$ cat config.mk
export PLATFORM = sky130hd
export DESIGN_NAME = ssc_top
export DESIGN_NICKNAME = d
export VERILOG_FILES = /design/src/inc/ssc_pkg.sv /design/src/design/ssc_top.sv
export VERILOG_INCLUDE_DIRS = /design/src /design/src/inc
export SDC_FILE = /design/constraint.sdc
export NUM_CORES = 1
export LEC_CHECK = 0
export BUFFER_PORTS_ARGS = -buffer_cell sky130_fd_sc_hd__buf_2
export CAP_MARGIN = 10
export CORE_UTILIZATION = 30
export CTS_BUF_LIST = sky130_fd_sc_hd__clkbuf_8
export CTS_CLUSTER_DIAMETER = 100
export CTS_CLUSTER_SIZE = 40
export DETAILED_ROUTE_END_ITERATION = 7
export GPL_TIMING_DRIVEN = 0
export PLACE_DENSITY = 0.51
export SYNTH_ARGS = -nofsm -noshare
export SYNTH_HDL_FRONTEND = slang
export SYNTH_SLANG_ARGS = --single-unit
$ cat constraint.sdc
create_clock -name clk_in -period 5.71 [get_ports clk_in]
set_input_delay 1.142 -clock clk_in [delete_from_list [all_inputs] [get_ports clk_in]]
set_output_delay 1.142 -clock clk_in [all_outputs]
set_load 0.05 [all_outputs]
$ cat src/inc/ssc_defines.svh
// Widths, register addresses, field positions and reset values of the serial config block
`ifndef SSC_DEFINES_SVH
`define SSC_DEFINES_SVH

`define SSC_WORD_W      22
`define SSC_DATA_W      18
`define SSC_ADDR_W      4

`define SSC_A_MAIN      4'h0
`define SSC_A_PWR       4'h2
`define SSC_A_HI_N      4'h3
`define SSC_A_LO_N      4'h4
`define SSC_A_IF_N      4'h5
`define SSC_A_HI_R      4'h6
`define SSC_A_LO_R      4'h7
`define SSC_A_IF_R      4'h8

`define SSC_B_IFDIV_LO  2
`define SSC_B_IFDIV_HI  3
`define SSC_B_AUTOPU    5
`define SSC_B_REFDIV    6
`define SSC_B_LOWBIAS   11
`define SSC_B_RFPWR     0
`define SSC_B_IFPWR     1

`define SSC_T_IF        0
`define SSC_T_HI        1
`define SSC_T_LO        2

`define SSC_RST_DATA    18'h00000
`define SSC_RST_WORD    22'h000000
`define SSC_RST_SYNC    4'h4
`define SSC_RST_TUNE    3'h0
`define SSC_RST_RATIO   4'h1

`endif

$ cat src/inc/ssc_pkg.sv
// Types shared by the serial config block
`include "ssc_defines.svh"
package ssc_pkg;
    typedef struct packed {
        logic [`SSC_DATA_W-1:0] data;
        logic [`SSC_ADDR_W-1:0] addr;
    } ssc_word_t;

    typedef enum logic [1:0] {
        SSC_IDLE   = 2'h0,
        SSC_SHIFT  = 2'h1,
        SSC_COMMIT = 2'h3
    } ssc_ser_t;

    typedef struct packed {
        logic if_on;
        logic rf_on;
        logic ref_on;
    } ssc_pwr_t;
endpackage

$ cat src/design/ssc_top.sv
// Serial programming and register control of a triple-PLL synthesizer
`timescale 1ns/1ps

// How it works
// - A word is 22 bits: 18 data bits then a 4-bit register address.
// - While enable is low, each serial clock rise shifts one data bit in.
// - Enable rising commits the data field to the addressed register.
// - While enable is high, serial clock and data are ignored.
// - Only one RF PLL is active: the one whose divider was written last.
// - RF output follows the RF PLL whose R or N divider was last written.
// - Self-tuning starts on PLL power-up, or on frequency change while powered.
// - RF PLLs divide by two ahead of N; the IF PLL does not.
// - IF output post-divider selects one, two, four or eight.
// - Main config bit D6 halves the reference clock input.
// - Power-down pin low powers everything down, whatever the register says.
// - Power-down pin high leaves power to the register bits.
// - Power register holds separate active-high IF and RF power bits.
// - Reference amplifier is on when either section power bit is high.
// - Auto power-up bit acts as if both section power bits were set.
// - Serial programming works in every power-down state.
// - Low-bias bit reduces IF output amplifier bias current.
module ssc_top
    import ssc_pkg::*;
(
    input  wire logic                  clk_in,
    input  wire logic                  resetn_in,
    input  wire logic                  ce_in,
    input  wire logic                  serial_clock_in,
    input  wire logic                  serial_data_in,
    input  wire logic                  serial_enable_n_in,
    input  wire logic                  powerdown_pin_n_in,
    output logic                       ref_prediv_two_out,
    output logic                       if_out_low_bias_out,
    output logic [3:0]                 if_post_div_out,
    output logic                       if_section_power_out,
    output logic                       rf_section_power_out,
    output logic                       ref_amp_power_out,
    output logic                       rf_low_band_sel_out,
    output logic [`SSC_DATA_W:0]       rf_feedback_div_out,
    output logic [`SSC_DATA_W-1:0]     rf_ref_div_out,
    output logic [`SSC_DATA_W-1:0]     if_feedback_div_out,
    output logic [`SSC_DATA_W-1:0]     if_ref_div_out,
    output logic [2:0]                 tune_start_out
);

    function automatic logic [3:0] ssc_ratio(input logic [1:0] code);
        ssc_ratio = `SSC_RST_RATIO << code;
    endfunction

    function automatic logic ssc_hit(input ssc_word_t w, input logic [`SSC_ADDR_W-1:0] a);
        ssc_hit = (w.addr == a);
    endfunction

    // Pin synchronisers: bit 0 clock, 1 data, 2 enable, 3 power-down
    logic [3:0] sync1_q;
    logic [3:0] sync2_q;
    logic [3:0] prev_q;
    logic [3:0] pins;
    logic       sclk_rise;
    logic       en_rise;
    logic       en_s;
    logic       pdn_s;

    assign pins      = {powerdown_pin_n_in, serial_enable_n_in, serial_data_in, serial_clock_in};
    assign en_s      = sync2_q[2];
    assign pdn_s     = sync2_q[3];
    assign sclk_rise = sync2_q[0] & ~prev_q[0];
    assign en_rise   = sync2_q[2] & ~prev_q[2];

    always_ff @(posedge clk_in or negedge resetn_in) begin
        if (!resetn_in) begin
            sync1_q <= `SSC_RST_SYNC;
            sync2_q <= `SSC_RST_SYNC;
            prev_q  <= `SSC_RST_SYNC;
        end else if (ce_in) begin
            sync1_q <= pins;
            sync2_q <= sync1_q;
            prev_q  <= sync2_q;
        end
    end

    // Serial shifter and commit sequencing
    ssc_ser_t  state_q;
    ssc_ser_t  state_d;
    ssc_word_t shreg_q;
    ssc_word_t shreg_d;
    logic      commit;

    assign commit = (state_q == SSC_COMMIT);

    always_comb begin
        state_d = state_q;
        shreg_d = shreg_q;
        if (!en_s && sclk_rise) begin
            shreg_d = {shreg_q[`SSC_WORD_W-2:0], sync2_q[1]};
        end
        unique case (state_q)
            SSC_IDLE: begin
                if (!en_s) begin
                    state_d = SSC_SHIFT;
                end
            end
            SSC_SHIFT: begin
                if (en_rise) begin
                    state_d = SSC_COMMIT;
                end
            end
            SSC_COMMIT: begin
                state_d = en_s ? SSC_IDLE : SSC_SHIFT;
            end
            default: begin
                state_d = SSC_IDLE;
            end
        endcase
    end

    always_ff @(posedge clk_in or negedge resetn_in) begin
        if (!resetn_in) begin
            state_q <= SSC_IDLE;
            shreg_q <= `SSC_RST_WORD;
        end else if (ce_in) begin
            state_q <= state_d;
            shreg_q <= shreg_d;
        end
    end

    // Internal registers, in any power state: settings written only on commit, chg_q on every cycle
    logic [`SSC_DATA_W-1:0] main_q, main_d, pwr_q, pwr_d;
    logic [`SSC_DATA_W-1:0] rf1n_q, rf1n_d, rf2n_q, rf2n_d, ifn_q, ifn_d;
    logic [`SSC_DATA_W-1:0] rf1r_q, rf1r_d, rf2r_q, rf2r_d, ifr_q, ifr_d;
    logic                   sel_q, sel_d;
    logic [2:0]             chg_q, chg_d;

    always_comb begin
        main_d = main_q;
        pwr_d  = pwr_q;
        rf1n_d = rf1n_q;
        rf2n_d = rf2n_q;
        ifn_d  = ifn_q;
        rf1r_d = rf1r_q;
        rf2r_d = rf2r_q;
        ifr_d  = ifr_q;
        sel_d  = sel_q;
        chg_d  = `SSC_RST_TUNE;
        if (commit) begin
            if (ssc_hit(shreg_q, `SSC_A_MAIN)) begin
                main_d = shreg_q.data;
            end
            if (ssc_hit(shreg_q, `SSC_A_PWR)) begin
                pwr_d = shreg_q.data;
            end
            if (ssc_hit(shreg_q, `SSC_A_HI_N) || ssc_hit(shreg_q, `SSC_A_HI_R)) begin
                sel_d = 1'b0;
                chg_d[`SSC_T_HI] = sel_q ||
                    (ssc_hit(shreg_q, `SSC_A_HI_N) ? rf1n_q : rf1r_q) != shreg_q.data;
            end
            if (ssc_hit(shreg_q, `SSC_A_LO_N) || ssc_hit(shreg_q, `SSC_A_LO_R)) begin
                sel_d = 1'b1;
                chg_d[`SSC_T_LO] = !sel_q ||
                    (ssc_hit(shreg_q, `SSC_A_LO_N) ? rf2n_q : rf2r_q) != shreg_q.data;
            end
            if (ssc_hit(shreg_q, `SSC_A_IF_N) || ssc_hit(shreg_q, `SSC_A_IF_R)) begin
                chg_d[`SSC_T_IF] =
                    (ssc_hit(shreg_q, `SSC_A_IF_N) ? ifn_q : ifr_q) != shreg_q.data;
            end
            if (ssc_hit(shreg_q, `SSC_A_HI_N)) begin
                rf1n_d = shreg_q.data;
            end
            if (ssc_hit(shreg_q, `SSC_A_LO_N)) begin
                rf2n_d = shreg_q.data;
            end
            if (ssc_hit(shreg_q, `SSC_A_IF_N)) begin
                ifn_d = shreg_q.data;
            end
            if (ssc_hit(shreg_q, `SSC_A_HI_R)) begin
                rf1r_d = shreg_q.data;
            end
            if (ssc_hit(shreg_q, `SSC_A_LO_R)) begin
                rf2r_d = shreg_q.data;
            end
            if (ssc_hit(shreg_q, `SSC_A_IF_R)) begin
                ifr_d = shreg_q.data;
            end
        end
    end

    always_ff @(posedge clk_in or negedge resetn_in) begin
        if (!resetn_in) begin
            main_q <= `SSC_RST_DATA;
            pwr_q  <= `SSC_RST_DATA;
            rf1n_q <= `SSC_RST_DATA;
            rf2n_q <= `SSC_RST_DATA;
            ifn_q  <= `SSC_RST_DATA;
            rf1r_q <= `SSC_RST_DATA;
            rf2r_q <= `SSC_RST_DATA;
            ifr_q  <= `SSC_RST_DATA;
            sel_q  <= 1'b0;
            chg_q  <= `SSC_RST_TUNE;
        end else if (ce_in) begin
            main_q <= main_d;
            pwr_q  <= pwr_d;
            rf1n_q <= rf1n_d;
            rf2n_q <= rf2n_d;
            ifn_q  <= ifn_d;
            rf1r_q <= rf1r_d;
            rf2r_q <= rf2r_d;
            ifr_q  <= ifr_d;
            sel_q  <= sel_d;
            chg_q  <= chg_d;
        end
    end

    // Registered outputs: power, options, dividers and tuning starts
    ssc_pwr_t               pwr_out_d;
    logic                   auto_pu;
    logic [`SSC_DATA_W-1:0] act_n;
    logic [2:0]             tune_d;

    assign auto_pu = main_q[`SSC_B_AUTOPU];
    assign act_n   = sel_q ? rf2n_q : rf1n_q;

    always_comb begin
        pwr_out_d.if_on  = pdn_s & (pwr_q[`SSC_B_IFPWR] | auto_pu);
        pwr_out_d.rf_on  = pdn_s & (pwr_q[`SSC_B_RFPWR] | auto_pu);
        pwr_out_d.ref_on = pwr_out_d.if_on | pwr_out_d.rf_on;
        tune_d[`SSC_T_IF] = pwr_out_d.if_on & (~if_section_power_out | chg_q[`SSC_T_IF]);
        tune_d[`SSC_T_HI] = pwr_out_d.rf_on & ~sel_q &
                            (~rf_section_power_out | chg_q[`SSC_T_HI]);
        tune_d[`SSC_T_LO] = pwr_out_d.rf_on & sel_q &
                            (~rf_section_power_out | chg_q[`SSC_T_LO]);
    end

    always_ff @(posedge clk_in or negedge resetn_in) begin
        if (!resetn_in) begin
            ref_prediv_two_out   <= 1'b0;
            if_out_low_bias_out  <= 1'b0;
            if_post_div_out      <= `SSC_RST_RATIO;
            if_section_power_out <= 1'b0;
            rf_section_power_out <= 1'b0;
            ref_amp_power_out    <= 1'b0;
            rf_low_band_sel_out  <= 1'b0;
            rf_feedback_div_out  <= {`SSC_RST_DATA, 1'b0};
            rf_ref_div_out       <= `SSC_RST_DATA;
            if_feedback_div_out  <= `SSC_RST_DATA;
            if_ref_div_out       <= `SSC_RST_DATA;
            tune_start_out       <= `SSC_RST_TUNE;
        end else if (ce_in) begin
            ref_prediv_two_out   <= main_q[`SSC_B_REFDIV];
            if_out_low_bias_out  <= main_q[`SSC_B_LOWBIAS];
            if_post_div_out      <= ssc_ratio(main_q[`SSC_B_IFDIV_HI:`SSC_B_IFDIV_LO]);
            if_section_power_out <= pwr_out_d.if_on;
            rf_section_power_out <= pwr_out_d.rf_on;
            ref_amp_power_out    <= pwr_out_d.ref_on;
            rf_low_band_sel_out  <= sel_q;
            rf_feedback_div_out  <= {act_n, 1'b0};
            rf_ref_div_out       <= sel_q ? rf2r_q : rf1r_q;
            if_feedback_div_out  <= ifn_q;
            if_ref_div_out       <= ifr_q;
            tune_start_out       <= tune_d;
        end
    end

    // Checks
    shift_in_bit_a: assert property (@(posedge clk_in) disable iff (!resetn_in)
        ce_in && !en_s && sclk_rise |=>
            shreg_q == {$past(shreg_q[`SSC_WORD_W-2:0]), $past(sync2_q[1])})
        else $error("serial bit not shifted in");
    shift_hold_a: assert property (@(posedge clk_in) disable iff (!resetn_in)
        en_s |=> $stable(shreg_q))
        else $error("shift register moved while enable high");
    commit_main_a: assert property (@(posedge clk_in) disable iff (!resetn_in)
        ce_in && commit && shreg_q.addr == `SSC_A_MAIN |=> main_q == $past(shreg_q.data))
        else $error("main config not committed");
    commit_seq_a: assert property (@(posedge clk_in) disable iff (!resetn_in)
        ce_in && state_q == SSC_SHIFT && en_rise |=> commit)
        else $error("enable rise did not commit");
    band_select_a: assert property (@(posedge clk_in) disable iff (!resetn_in)
        (ce_in && commit && shreg_q.addr == `SSC_A_LO_N) ##1 ce_in |=> rf_low_band_sel_out)
        else $error("low band not selected after its divider write");
    prescale_two_a: assert property (@(posedge clk_in) disable iff (!resetn_in)
        ce_in |=> rf_feedback_div_out == {$past(act_n), 1'b0})
        else $error("RF feedback divide not doubled");
    post_div_a: assert property (@(posedge clk_in) disable iff (!resetn_in)
        $onehot(if_post_div_out) && if_post_div_out <= 4'h8)
        else $error("illegal IF post-divide ratio");
    options_a: assert property (@(posedge clk_in) disable iff (!resetn_in)
        ce_in |=> ref_prediv_two_out == $past(main_q[`SSC_B_REFDIV]) &&
                  if_out_low_bias_out == $past(main_q[`SSC_B_LOWBIAS]))
        else $error("main config option not applied");
    pin_down_a: assert property (@(posedge clk_in) disable iff (!resetn_in)
        ce_in && !pdn_s |=> !if_section_power_out && !rf_section_power_out && !ref_amp_power_out)
        else $error("power-down pin ignored");
    reg_power_a: assert property (@(posedge clk_in) disable iff (!resetn_in)
        ce_in && pdn_s && !auto_pu |=> if_section_power_out == $past(pwr_q[`SSC_B_IFPWR]) &&
                                       rf_section_power_out == $past(pwr_q[`SSC_B_RFPWR]))
        else $error("section power not from register");
    ref_amp_a: assert property (@(posedge clk_in) disable iff (!resetn_in)
        ref_amp_power_out == (if_section_power_out | rf_section_power_out))
        else $error("reference amplifier power wrong");
    auto_power_a: assert property (@(posedge clk_in) disable iff (!resetn_in)
        ce_in && pdn_s && auto_pu |=> if_section_power_out && rf_section_power_out)
        else $error("auto power-up ignored");
    tune_powerup_a: assert property (@(posedge clk_in) disable iff (!resetn_in)
        $rose(if_section_power_out) |-> tune_start_out[`SSC_T_IF])
        else $error("no IF tuning on power-up");
    cover_pwr_write_c: cover property (@(posedge clk_in) disable iff (!resetn_in)
        commit && shreg_q.addr == `SSC_A_PWR);
    cover_band_swap_c: cover property (@(posedge clk_in) disable iff (!resetn_in)
        $rose(rf_low_band_sel_out));
    cover_tune_c: cover property (@(posedge clk_in) disable iff (!resetn_in)
        rf_section_power_out && tune_start_out[`SSC_T_HI]);

endmodule

==> metrics <==
highest fanout seen on the critical path=10; maximum root-to-sink buffer count=3; share of total power consumed by net switching=between 40% and 50%; cell types occupying the most area after synthesis=sky130_fd_sc_hd__dfrtp_1, sky130_fd_sc_hd__mux2_2, sky130_fd_sc_hd__mux2i_1; DRC Markers=0; DP HPWL=between 20000 and 25000 um; post-synthesis instance area=about 0.011 mm2; area added between synthesis and finish=12.9%; Core Area=~0.035 mm2; startpoint kind of the worst setup timing path=primary input; R2R Path Start=shreg_q[14]; instance count of the mapped netlist=925; starting density of the core=~31%; Port-buffer cells=91; number of buffers inserted to repair setup after CTS=0; Via density=5.01; final weighted congestion in routability-driven placement=between 0.9 and 1; number of global-route vias before repair=approximately 7700; count leader, synth=sky130_fd_sc_hd__dfrtp_1; first-pass iteration count of the detailed router=6; Placed Cells incl. Taps=1473; cell accounting for the most synthesized area=sky130_fd_sc_hd__dfrtp_1; outcome=complete, no violations; Ports=93; final critical-path share of the clock period=~50%; multi-input combinational cell area=around 0.0043 mm2; htree depth=1; die boundary height=about 190 um; register area=0.00596 mm2; first-pass GRT wire length=50000 um; share of the synthesized area in the top cell type=a little over half; CTS buffer count=12; largest net degree at the start of global routing=between 100 and 150; number of setup violations in the final report=0; wirelength, routed=around 33000 um; layout filler cell count=3564; count of nets left with antenna violations after detail routing=0; FFs w/ async S/R, synth=100%; Starting DRT DRC Count=between 600 and 700; WL per Instance=approximately 22 um; endpoint class of the critical path=register; slew of the pin with the lowest slew margin=0.989 ns; post-synthesis sequential element count=238; required time at the worst-slack endpoint=6.13 ns; total overflow reported by the global router=0; fraction of final layout cells with drive strength greater than 1=a little over a quarter; Setup Skew=0.0548 ns; initial antenna violation count=1; total clock sinks=around 240; Net Sw Power=about 0.0033 W; clock-pin slew reported for the worst setup and hold paths after clock tree synthesis=0.21 ns; Warnings, synthesis=0; Final Hold Vio Count=0; arrival time at the worst endpoint=3.34 ns; part of the power in combinational logic=45.7%; average cell area after synthesis=11.6 um2; number of buffers inserted for hold repair after clock tree synthesis=0; CP startpoint=ce_in; cell at the root of the clock tree=sky130_fd_sc_hd__clkbuf_8; Tmin final=between 2 and 3 ns; Worst slew margin=34.1%; Std-Cell Rows=slightly below 70; static leakage=about 5.6 nW; Post-CTS Resized=0; Chip Width=approximately 190 um; EDFF count, synth=0; number of vias in the routed layout=between 7000 and 8000; highest ir drop seen on vdd=0.000211 V; nets@finish=a little over 1000; Max Slew Vio Count=0; area of the die=between 0.03 and 0.04 mm2; Peak Freq=342 MHz; design internal power=approximately 0.0037 W; ranking of synthesized cells by instance count=sky130_fd_sc_hd__dfrtp_1, sky130_fd_sc_hd__mux2_2, sky130_fd_sc_hd__nand2_1, sky130_fd_sc_hd__o21ai_0, sky130_fd_sc_hd__a21oi_1; Post-synth top flop=sky130_fd_sc_hd__dfrtp_1; clock share of power=about an eighth; insertion delay of the later-clocked pin in the worst-skew pair=about 0.57 ns; part of the Yosys area used for sequential elements=between 50 and 60%; CTS tree=done; share of total power in sequential cells=between 40% and 50%; final std cells w/o fill=1494; RSZ-0062 raised after global routing=no; classification of the worst setup path=in -> reg; worst min-delay path category=in -> async; GRT Overall Usage=about 18%; Post-Syn Nets=932; power density over the cells=roughly 570 mW/mm2; maxcap violations=0; number of different library cells in the post-synthesis netlist=55; worst hold slack=0.500 ns
-- worst max-delay path, stage by stage --
cell and delay (ns):
sky130_fd_sc_hd__buf_2 0.15, sky130_fd_sc_hd__clkbuf_1 0.76, sky130_fd_sc_hd__clkbuf_1 0.54, sky130_fd_sc_hd__buf_1 0.60, sky130_fd_sc_hd__a21oi_1 0.14
-- per-layer routing --
| metal | global-route usage, % | vias to the layer above | routed length, um |
|---|---|---|---|
| li1 | - | 3431 | - |
| met1 | 27.1 | 3824 | 16100 |
| met2 | 28.8 | 207 | 14800 |
| met3 | 2.39 | 20 | 1660 |
| met4 | 3.11 | 0 | 380 |
| met5 | 0 | - | 0 |
-- power groups by stage --
stage	logic, W	clock network [W]	registers [W]
after floorplan	0.00151	0	0.00343
after global placement	0.00317	0	0.00289
after detailed placement	0.00318	0	0.00291
after CTS	0.00320	0.000945	0.00287
after global routing	0.00340	0.000993	0.00295
final	0.00319	0.000909	0.00287
-- cell type report --
type,instances,area share (%)
clock inverter,6,0.856
inverter,45,1.39
sequential,238,49.1
buffer,67,2.28
antenna,1,0.0206
clock buffer,14,1.59
multi-input combinational,575,35.7
timing repair buffer,93,4.29
tap,455,4.69
-- sequential cells by signal, indices dropped and copies added (netlist names), 18 cells and up --
register             flops
rf2r_q                  18
if_feedback_div_out     18
ifr_q                   18
ifn_q                   18
rf2n_q                  18
rf_feedback_div_out     18
shreg_q                 22
if_ref_div_out          18
rf1n_q                  18
rf_ref_div_out          18
rf1r_q                  18
-- logic make-up (layout without fill, tap and decap cells) --
group	after synthesis	after routing	share of synthesized area (%)
DFF	238	238	55.5
muxes	197	197	20.1
and+or+nand+nor	174	174	7.76
AOI/OAI and AO/OA	163	163	9.16
buffers and inverters	112	225	4.15
xor gates and xnor gates	40	40	3.26
other	1	2	0.0349
-- path summary, 6_finish.rpt --
path / cells after the start / endpoint / slack (ns)
worst max-delay path: 5 / rf_ref_div_out[10] / 2.79
worst min-delay path: 1 / shreg_q[2] / 0.50
worst max register to register: 8 / chg_q[1] / 3.08
worst min register to register: 2 / sync2_q[2] / 0.52
max in group asynchronous: 3 / rf1r_q[12] / 3.99
min in group clk_in: 2 / sync2_q[2] / 0.52
-- per-stage QoR --
step / total power, W / setup slack (ns) / util (%) / TNS (ns) / area (um2)
after CTS: 0.00701 / 2.68 / 34.8 / 0 / 12100
after global placement: 0.00606 / -0.990 / 33.7 / -225.70 / 11800
after global routing: 0.00735 / 2.63 / 34.8 / 0 / 12100
after detailed placement: 0.00608 / 2.08 / 33.9 / 0 / 11800
after floorplan: 0.00494 / 3.15 / - / 0 / 10700
final: 0.00696 / 2.79 / 34.8 / 0 / 12100
-- cells in the final DEF, fill, tap and decap left out, types with 5 or more instances in the layout --
master and count:
sky130_fd_sc_hd__buf_1 6, sky130_fd_sc_hd__clkbuf_8 14, sky130_fd_sc_hd__nand2_1 66, sky130_fd_sc_hd__nor3_1 6, sky130_fd_sc_hd__o22ai_1 11, sky130_fd_sc_hd__mux2_2 142
sky130_fd_sc_hd__a222oi_1 5, sky130_fd_sc_hd__buf_2 101, sky130_fd_sc_hd__a21oi_1 53, sky130_fd_sc_hd__xnor2_1 17, sky130_fd_sc_hd__clkbuf_1 47, sky130_fd_sc_hd__o221ai_1 5
sky130_fd_sc_hd__o21ai_0 54, sky130_fd_sc_hd__mux2i_1 44, sky130_fd_sc_hd__nand4_1 7, sky130_fd_sc_hd__nand3_1 9, sky130_fd_sc_hd__inv_1 45, sky130_fd_sc_hd__and2_1 5
sky130_fd_sc_hd__nor2_1 47, sky130_fd_sc_hd__mux2_1 11, sky130_fd_sc_hd__a221oi_1 7, sky130_fd_sc_hd__a31oi_1 5, sky130_fd_sc_hd__dfrtp_1 234, sky130_fd_sc_hd__nor4_1 8
sky130_fd_sc_hd__xor2_1 23
(Power assumes the default switching activity.)
